===== src/rtl/uieid_defs.svh =====
// register offsets, field positions and reset values of the enable/identify block
`ifndef UIEID_DEFS_SVH
`define UIEID_DEFS_SVH
`define UIEID_OFF_IER 12'h004
`define UIEID_OFF_IIR 12'h008
`define UIEID_OFF_CTRL 12'h010
`define UIEID_OFF_STAT 12'h014
`define UIEID_OFF_MASK 12'h018
`define UIEID_CTRL_FIFO_EN 0
`define UIEID_CTRL_DIV_SEL 7
`define UIEID_CTRL_AUX 8
`define UIEID_IER_RX 0
`define UIEID_IER_TX 1
`define UIEID_IER_LS 2
`define UIEID_IER_MS 3
`define UIEID_SRC_RX 0
`define UIEID_SRC_TX 1
`define UIEID_SRC_LS 2
`define UIEID_SRC_MS 3
`define UIEID_SRC_CT 4
`define UIEID_IIR_ID_RST 4'h1
`define UIEID_IER_RST 4'h0
`define UIEID_DLH_RST 8'h00
`define UIEID_SRC_RST 5'h00
`endif


===== src/rtl/uieid_pkg.sv =====
// types shared by the enable/identify block
package uieid_pkg;
  typedef enum logic [3:0] {
    ID_MS = 4'h0,
    ID_NONE = 4'h1,
    ID_TX = 4'h2,
    ID_RX = 4'h4,
    ID_LS = 4'h6,
    ID_CT = 4'hc
  } uieid_id_t;
  typedef logic [4:0] uieid_src_t;
endpackage


===== src/rtl/uieid_src_if.sv =====
// interrupt source bundle between the top, the resolver and the status logic
`timescale 1ns/1ps
`default_nettype none
interface uieid_src_if;
  import uieid_pkg::*;
  logic [3:0] en;
  logic line_status;
  logic rx_data;
  logic char_timeout;
  logic tx_empty;
  logic tx_low;
  logic modem_status;
  logic fifo_en;
  logic aux;
  uieid_src_t pending;
  uieid_id_t next_id;
  modport prio (input en, line_status, rx_data, char_timeout, tx_empty, tx_low,
    modem_status, fifo_en, aux, output pending, next_id);
  modport irq (input pending);
endinterface
`default_nettype wire


===== src/rtl/uieid_prio.sv =====
// gates raw sources with their enables and resolves the pending identity
`timescale 1ns/1ps
`default_nettype none
`include "uieid_defs.svh"
module uieid_prio import uieid_pkg::*; (
  uieid_src_if.prio s
);
  logic tx_src;
  always_comb begin
    tx_src = s.aux ? s.tx_low : s.tx_empty;
    s.pending = `UIEID_SRC_RST;
    s.pending[`UIEID_SRC_LS] = s.line_status & s.en[`UIEID_IER_LS];
    s.pending[`UIEID_SRC_RX] = s.rx_data & s.en[`UIEID_IER_RX];
    s.pending[`UIEID_SRC_CT] = s.char_timeout & s.fifo_en & s.en[`UIEID_IER_RX];
    s.pending[`UIEID_SRC_TX] = tx_src & s.en[`UIEID_IER_TX];
    s.pending[`UIEID_SRC_MS] = s.modem_status & s.en[`UIEID_IER_MS];
    // modem status ranks last among real sources
    if (s.pending[`UIEID_SRC_LS]) begin
      s.next_id = ID_LS;
    end else if (s.pending[`UIEID_SRC_RX]) begin
      s.next_id = ID_RX;
    end else if (s.pending[`UIEID_SRC_CT]) begin
      s.next_id = ID_CT;
    end else if (s.pending[`UIEID_SRC_TX]) begin
      s.next_id = ID_TX;
    end else if (s.pending[`UIEID_SRC_MS]) begin
      s.next_id = ID_MS;
    end else begin
      s.next_id = ID_NONE;
    end
  end
endmodule
`default_nettype wire


===== src/rtl/uieid_irq.sv =====
// sticky per-source status, write-one-to-clear, masked onto one level interrupt
`timescale 1ns/1ps
`default_nettype none
`include "uieid_defs.svh"
module uieid_irq import uieid_pkg::*; #(
  parameter int NSRC = 5
) (
  input wire logic ref_clk,
  input wire logic rst_n,
  uieid_src_if.irq s,
  input wire logic wr_stat,
  input wire logic wr_mask,
  input wire logic [NSRC-1:0] wdata,
  output logic [NSRC-1:0] stat,
  output logic [NSRC-1:0] mask,
  output logic irq
);
  genvar i;
  generate
    for (i = 0; i < NSRC; i++) begin : g_bit
      // set wins over a clear in the same cycle
      always_ff @(posedge ref_clk or negedge rst_n) begin
        if (!rst_n) begin
          stat[i] <= 1'b0;
        end else begin
          stat[i] <= s.pending[i] | (stat[i] & ~(wr_stat & wdata[i]));
        end
      end
    end
  endgenerate
  always_ff @(posedge ref_clk or negedge rst_n) begin
    if (!rst_n) begin
      mask <= `UIEID_SRC_RST;
    end else if (wr_mask) begin
      mask <= wdata;
    end
  end
  // one cycle behind status; keeps the output a flop
  always_ff @(posedge ref_clk or negedge rst_n) begin
    if (!rst_n) begin
      irq <= 1'b0;
    end else begin
      irq <= |(stat & mask);
    end
  end
endmodule
`default_nettype wire


===== src/rtl/uieid_top.sv =====
// interrupt enable / divisor high / interrupt identity block with apb slave
//
// How it works
// - divisor mode: shared byte is divisor high
// - select bit 7: 0 enables, 1 divisor
// - bit 3 gates modem status source
// - bit 2 gates line status, top priority
// - bit 1 gates transmit holding empty
// - bit 0 gates rx data and timeout
// - read-only identity register at 0x8
// - bits 7:6 fifo enabled, 5:4 zero
// - bits 3:0 show top pending enabled source
// - fixed id codes and priority, reset 0001
// - aux bit 8 picks tx low threshold
//
// Register access over APB was left to the implementer.
`timescale 1ns/1ps
`default_nettype none
`include "uieid_defs.svh"
module uieid_top import uieid_pkg::*; #(
  parameter int ADDR_W = 12,
  parameter int NSRC = 5
) (
  input wire logic ref_clk,
  input wire logic rst_n,
  input wire logic psel,
  input wire logic penable,
  input wire logic pwrite,
  input wire logic [ADDR_W-1:0] paddr,
  input wire logic [31:0] pwdata,
  output logic [31:0] prdata,
  output logic pready,
  output logic pslverr,
  input wire logic line_status_cond,
  input wire logic rx_data_cond,
  input wire logic char_timeout_cond,
  input wire logic tx_empty_cond,
  input wire logic tx_low_cond,
  input wire logic modem_status_cond,
  output logic [7:0] divisor_high,
  output logic divisor_access_select,
  output logic [3:0] pending_id,
  output logic irq
);
  logic [3:0] irq_enable;
  logic fifo_en;
  logic aux_threshold_control;
  logic [NSRC-1:0] stat;
  logic [NSRC-1:0] mask;
  logic setup_ok;
  logic done;
  logic wr;
  logic [31:0] next_rdata;
  logic mapped;
  logic [11:0] addr;

  uieid_src_if s();

  assign s.en = irq_enable;
  assign s.line_status = line_status_cond;
  assign s.rx_data = rx_data_cond;
  assign s.char_timeout = char_timeout_cond;
  assign s.tx_empty = tx_empty_cond;
  assign s.tx_low = tx_low_cond;
  assign s.modem_status = modem_status_cond;
  assign s.fifo_en = fifo_en;
  assign s.aux = aux_threshold_control;

  uieid_prio u_prio (
    .s(s)
  );

  uieid_irq #(
    .NSRC(NSRC)
  ) u_irq (
    .ref_clk(ref_clk),
    .rst_n(rst_n),
    .s(s),
    .wr_stat(wr && addr == `UIEID_OFF_STAT),
    .wr_mask(wr && addr == `UIEID_OFF_MASK),
    .wdata(pwdata[NSRC-1:0]),
    .stat(stat),
    .mask(mask),
    .irq(irq)
  );

  // apb: one wait state, the answer is prepared while pready is low
  assign addr = 12'(paddr);
  assign setup_ok = psel & penable & ~pready;
  assign done = psel & penable & pready;
  assign wr = done & pwrite;

  always_comb begin
    next_rdata = 32'h0000_0000;
    mapped = 1'b1;
    case (addr)
      `UIEID_OFF_IER: begin
        if (divisor_access_select) begin
          next_rdata[7:0] = divisor_high;
        end else begin
          next_rdata[3:0] = irq_enable;
        end
      end
      `UIEID_OFF_IIR: begin
        next_rdata[7:6] = {2{fifo_en}};
        next_rdata[3:0] = pending_id;
      end
      `UIEID_OFF_CTRL: begin
        next_rdata[`UIEID_CTRL_FIFO_EN] = fifo_en;
        next_rdata[`UIEID_CTRL_DIV_SEL] = divisor_access_select;
        next_rdata[`UIEID_CTRL_AUX] = aux_threshold_control;
      end
      `UIEID_OFF_STAT: begin
        next_rdata[NSRC-1:0] = stat;
      end
      `UIEID_OFF_MASK: begin
        next_rdata[NSRC-1:0] = mask;
      end
      default: begin
        mapped = 1'b0;
      end
    endcase
  end

  always_ff @(posedge ref_clk or negedge rst_n) begin
    if (!rst_n) begin
      pready <= 1'b0;
    end else begin
      pready <= setup_ok;
    end
  end

  always_ff @(posedge ref_clk or negedge rst_n) begin
    if (!rst_n) begin
      prdata <= 32'h0000_0000;
      pslverr <= 1'b0;
    end else if (setup_ok) begin
      prdata <= pwrite ? 32'h0000_0000 : next_rdata;
      pslverr <= ~mapped;
    end else if (done) begin
      pslverr <= 1'b0;
    end
  end

  // the shared offset steers the write by the select bit
  always_ff @(posedge ref_clk or negedge rst_n) begin
    if (!rst_n) begin
      irq_enable <= `UIEID_IER_RST;
    end else if (wr && addr == `UIEID_OFF_IER && !divisor_access_select) begin
      irq_enable <= pwdata[3:0];
    end
  end

  always_ff @(posedge ref_clk or negedge rst_n) begin
    if (!rst_n) begin
      divisor_high <= `UIEID_DLH_RST;
    end else if (wr && addr == `UIEID_OFF_IER && divisor_access_select) begin
      divisor_high <= pwdata[7:0];
    end
  end

  always_ff @(posedge ref_clk or negedge rst_n) begin
    if (!rst_n) begin
      fifo_en <= 1'b0;
      divisor_access_select <= 1'b0;
      aux_threshold_control <= 1'b0;
    end else if (wr && addr == `UIEID_OFF_CTRL) begin
      fifo_en <= pwdata[`UIEID_CTRL_FIFO_EN];
      divisor_access_select <= pwdata[`UIEID_CTRL_DIV_SEL];
      aux_threshold_control <= pwdata[`UIEID_CTRL_AUX];
    end
  end

  // identity is a flop, so a read sees the state of one cycle before
  always_ff @(posedge ref_clk or negedge rst_n) begin
    if (!rst_n) begin
      pending_id <= `UIEID_IIR_ID_RST;
    end else begin
      pending_id <= s.next_id;
    end
  end
endmodule
`default_nettype wire


===== config.mk =====
export PLATFORM = sky130hd
export DESIGN_NAME = uieid_top
export DESIGN_NICKNAME = d
export VERILOG_FILES = /design/src/rtl/uieid_pkg.sv /design/src/rtl/uieid_src_if.sv /design/src/rtl/uieid_prio.sv /design/src/rtl/uieid_irq.sv /design/src/rtl/uieid_top.sv
export VERILOG_INCLUDE_DIRS = /design/src /design/src/rtl
export SDC_FILE = /design/constraint.sdc
export NUM_CORES = 1
export LEC_CHECK = 0
export ABC_AREA = 0
export BUFFER_PORTS_ARGS = -buffer_cell sky130_fd_sc_hd__buf_4
export CORE_UTILIZATION = 50
export DETAILED_ROUTE_END_ITERATION = 7
export PLACE_DENSITY = 0.85
export SYNTH_ARGS = -nofsm -noshare
export SYNTH_HDL_FRONTEND = slang
export SYNTH_SLANG_ARGS = --single-unit

===== constraint.sdc =====
create_clock -name ref_clk -period 2.9 [get_ports ref_clk]
set_input_delay 0.58 -clock ref_clk [delete_from_list [all_inputs] [get_ports ref_clk]]
set_output_delay 0.58 -clock ref_clk [all_outputs]
set_load 0.005 [all_outputs]

## Yosys cells after proc, flatten, opt, wreduce, memory -nomap -nowiden

Cells that the tools add are included.

- Register bits after elaboration: 64
- Bits of input ports: 55
- Output and inout bits: 48
- Word-level logic and storage cells: 83

- Equal/unequal tests: 5
- Mux-type cells: 19
- Bitwise logic cells: 33
- Reduce and logical (&&, ||, !) cells: 10

Operators with widths:

| kind | count |
|---|---|
| $eq 12x5->1 const B | 3 |
| $mux 4 | 6 |
| $and 1x1->1 | 20 |
| $eq 12x3->1 const B | 1 |
| $eq 12x4->1 const B | 1 |
| $pmux 3 s4 | 1 |
| $reduce_or 5->1 | 2 |
| $mux 9 | 1 |
| $mux 1 | 7 |
| $not 1->1 | 7 |
| $logic_and 1x1->1 | 6 |
| $pmux 1 s3 | 2 |
| $and 5x5->5 | 1 |
| $or 1x1->1 | 5 |
| $pmux 1 s5 | 1 |
| $pmux 1 s2 | 1 |
| $reduce_bool 2->1 | 1 |
| $logic_not 1->1 | 1 |

## Longest topological paths before layout

- Word-level depth: 8
- Gate-level depth with buffers: 6

## Hierarchy

Synthesis repeated with hierarchy kept, for this count alone.

- Cells, all modules: 204
- Area, all modules: 2147.1 um^2

Modules (own cells, without submodules):

| module | times used | cells each | area an instance (um^2) | sequential area each (um^2) |
|---|---|---|---|---|
| uieid_top | 1 | 160 | 1642.8 | 752.0 |
| uieid_irq | 1 | 29 | 409.1 | 275.3 |
| uieid_prio | 1 | 15 | 95.1 | 0.0 |

## Worst setup path after synthesis

OpenSTA, ideal clock, no wires.

- Kind: in2reg
- From: input port paddr[2]
- To: register divisor_high[0]
- Library setup time: 0.125 ns
- Data arrival time: 2.015 ns
- Required time: 2.775 ns
- Slack: 0.761 ns
- Stages: 6
- Cells stage by stage: buf_2 or4b_4 nor2_1 and3_1 buf_4 mux2_2

- Cells in the longest elaborated chain, start to end: 3

Ends and longest elaborated chain:

| item | line | source |
|---|---|---|
| start, declared | uieid_top.sv:29 | `input wire logic [ADDR_W-1:0] paddr,` |
| $eq 12x3->1 | -- |  |
| $logic_and 1x1->1 (no source line) | -- |  |
| $logic_and 1x1->1 | uieid_top.sv:157 | `` end else if (wr && addr == `UIEID_OFF_IER && divisor_access_select) begin `` |
| end signal, assigned | uieid_top.sv:156 | `` divisor_high <= `UIEID_DLH_RST; `` |
| end signal, assigned | uieid_top.sv:158 | `divisor_high <= pwdata[7:0];` |
| end, declared | uieid_top.sv:40 | `output logic [7:0] divisor_high,` |

Every way passes these cells.
A chain may end at the register's enable or synchronous reset.

## Worst setup path after layout

- From: input port paddr[9]
- To: register divisor_high[5]

The elaborated chain is that of the path after synthesis.

==> reports/metrics.yaml <==
cts_resized: 0
netlist_instances: 201
period_needed_ps: 2270
clockRootBuffer: "clkbuf_8"
finalSetupViolCount: 0
insertion_delay_ps: 300
cts_setup_buffers: 0
worstHoldPathType: "in2async"
gr-total-overflow: 0
critPathKind: "in2reg"
r2r_start: "pready"
grt_pass1_wl_microns: 8000
post-route-period-util: 0.784
synth_edf_count: 0
cpPeakStageDelay_ps: 670
crit_path_start_kind: "input pin"
fillCellCount: 359
dp_hpwl_microns: 3800
hold_viol: 0
final_nets: 313
slew_headroom: 0.589
path_delay_family: "simple AND/OR/NAND/NOR gates"
final_antenna_net_count: 0
drv_cap: 0
power_density_nw_per_um2: 396
synth-main-ff-cell: "dfrtp_1"
dieWidth_microns: 68.9
drive_above_1_share: 0.378
drc: 0
cts.hold.buffers_added: 0
ir_worst_vdd_mv: 0.295
multiInputGateArea_sq_um: 1070
fin_area_sq_um: 2700
crit_buf_inv: 1
dieArea_sq_um: 4750
wl_per_cell_microns: 16.3
status: "finished clean"
rr_endpoint: "divisor_high[5]"
arrival_ps: 2460
worstMarginPinSlew_ps: 608
drtPass1Iterations: 4
start_util: 0.540
vias: 1767
syn_area_sq_um: 2240
slowest_stage: "or4_1"
setup.worst_path.start: "paddr[9]"
cp_cell_sequence: "buf_4, or4_1, nor2_1, and3_1, mux2_2"
antenna_found_initial: 0
p_leak_nw: 1.37
cts_max_level: 2
gp_congestion: 0.887
die_h_microns: 68.9
clockBufferDepth: 2
path_max_fanout: 8
ff_latch_area_sq_um: 1030
avgSynthCellArea_sq_um: 11.1
clock_sinks: 41
grt_usage: 0.241
std_cell_rows: 23
setup_tns_ps: 0
crit_cells: 5
ff2ff_setup_slack_ps: 910
final_util: 0.652
yosys_warnings: 0
clock_skew_ps: 7.86
viasPerCell: 5.72
portBuffers: 56
yosysSeqAreaShare: 0.459
coreArea_sq_um: 4140
rsz0062_at_grt: "false"
numCtsBuffers: 5
fmax_mhz: 440
cts_tree: "built"
syn_to_final_growth_pct: 20.9
diodes: 0
grt_pass1_vias: 1644
rr_worst_depth: 4
clkTransAtPathRegs_ps: 80
grt_max_degree: 42
worstPathRequired_ps: 3080
synthDistinctLibCells: 43
ys_seq_elements: 41
critical_path.endpoint_type: "flip-flop"
slew_viol_final: 0
pin_count: 103
drt-initial-drc-count: 151
wl_microns: 5040
dpl-instance-area_sq_um: 2610
async_flop_share: 1.00
[synthesized netlist by cell type (2+ instances only)]
cell	count	share of area
o2bb2ai_1	3	0.012
inv_1	2	0.0034
o21ai_0	5	0.011
or4b_4	2	0.012
nor4_4	2	0.019
clkbuf_1	3	0.0050
buf_2	3	0.0067
nor3_1	6	0.013
nor2b_1	2	0.0056
mux2_2	24	0.12
a21o_1	4	0.013
a22oi_1	4	0.013
nor2_1	5	0.0084
nor4_1	4	0.011
nand2_1	21	0.035
or4_1	2	0.0067
nand4_1	4	0.011
a22o_1	9	0.035
buf_4	24	0.081
nor4b_1	3	0.012
mux2i_1	5	0.022
nand3_1	2	0.0045
dfrtp_1	40	0.45
and3_1	3	0.0084
[cell usage in the layout, fill, tap and decap left out, drive strengths merged, types with 2 or more instances in the layout]
cell / instances
a21o: 4
a22o: 9
a22oi: 4
and3: 3
buf: 59
clkbuf: 6
clkinv: 2
conb: 23
dfrtp: 40
inv: 2
mux2: 24
mux2i: 5
nand2: 21
nand3: 2
nand4: 4
nor2: 5
nor2b: 2
nor3: 6
nor4: 6
nor4b: 3
o21ai: 5
o2bb2ai: 3
or4: 2
or4b: 3
[cells by family (layout without fill, tap and decap cells)]
| group | Yosys count | count (layout) | share of synthesized area |
|---|---|---|---|
| buf+inv | 33 | 69 | 0.101 |
| compound gates | 35 | 35 | 0.124 |
| simple gates | 61 | 61 | 0.168 |
| mux | 29 | 29 | 0.143 |
| flops | 41 | 41 | 0.459 |
| xor+xnor | 1 | 1 | 0.00392 |
| other cells | 1 | 23 | 0.00168 |
[through the flow]
step | std cells | hold slack (ps) | setup WS, ps | power (mW)
after floorplan | 223 | 284 | 761 | 0.647
after global placement | 301 | 458 | 381 | 0.684
after detailed placement | 301 | 466 | 328 | 0.686
after CTS | 309 | 262 | 616 | 1.08
after global routing | 309 | 293 | 548 | 1.11
final | 309 | 248 | 626 | 1.07
[layer usage]
| metal | track usage | wire (microns) | vias to the layer above |
|---|---|---|---|
| met5 | 0 | 0 | - |
| li1 | - | - | 819 |
| met2 | 0.367 | 2310 | 100 |
| met3 | 0.0592 | 465 | 6 |
| met4 | 0.0867 | 55 | 0 |
| met1 | 0.331 | 2210 | 842 |
[worst max path at each step]
stage	end	slack [ps]
4_1_cts	divisor_high[5]	620
5_1_grt	divisor_high[5]	550
3_3_place_gp	divisor_high[5]	380
6_report	divisor_high[5]	630
2_1_floorplan	divisor_high[0]	760
3_5_place_dp	divisor_high[5]	330
[state kept, by name, indices dropped and copies added, names as in the netlist]
register and flops:
irq_enable 4, u_irq.mask 5, u_irq.stat 5, pending_id 4, fifo_en 1, divisor_high 8, u_irq.irq 1, aux_threshold_control 1
divisor_access_select 1, pslverr 1, pready 1, prdata 9
[area by class of cell]
type | instances | area share
Clock buffer | 6 | 0.0305
Clock inverter | 2 | 0.00509
Inverter | 2 | 0.00278
Multi-Input combinational cell | 149 | 0.395
Sequential cell | 41 | 0.380
Tap cell | 50 | 0.0231
Timing Repair Buffer | 59 | 0.164
[power breakdown]
group,total (mW),switching (mW),internal (mW)
Sequential,0.576,0.00235,0.574
Combinational,0.0988,0.0553,0.0435
Clock,0.394,0.201,0.193
Total,1.07,0.259,0.810
Power figures use the tool's default switching activity.
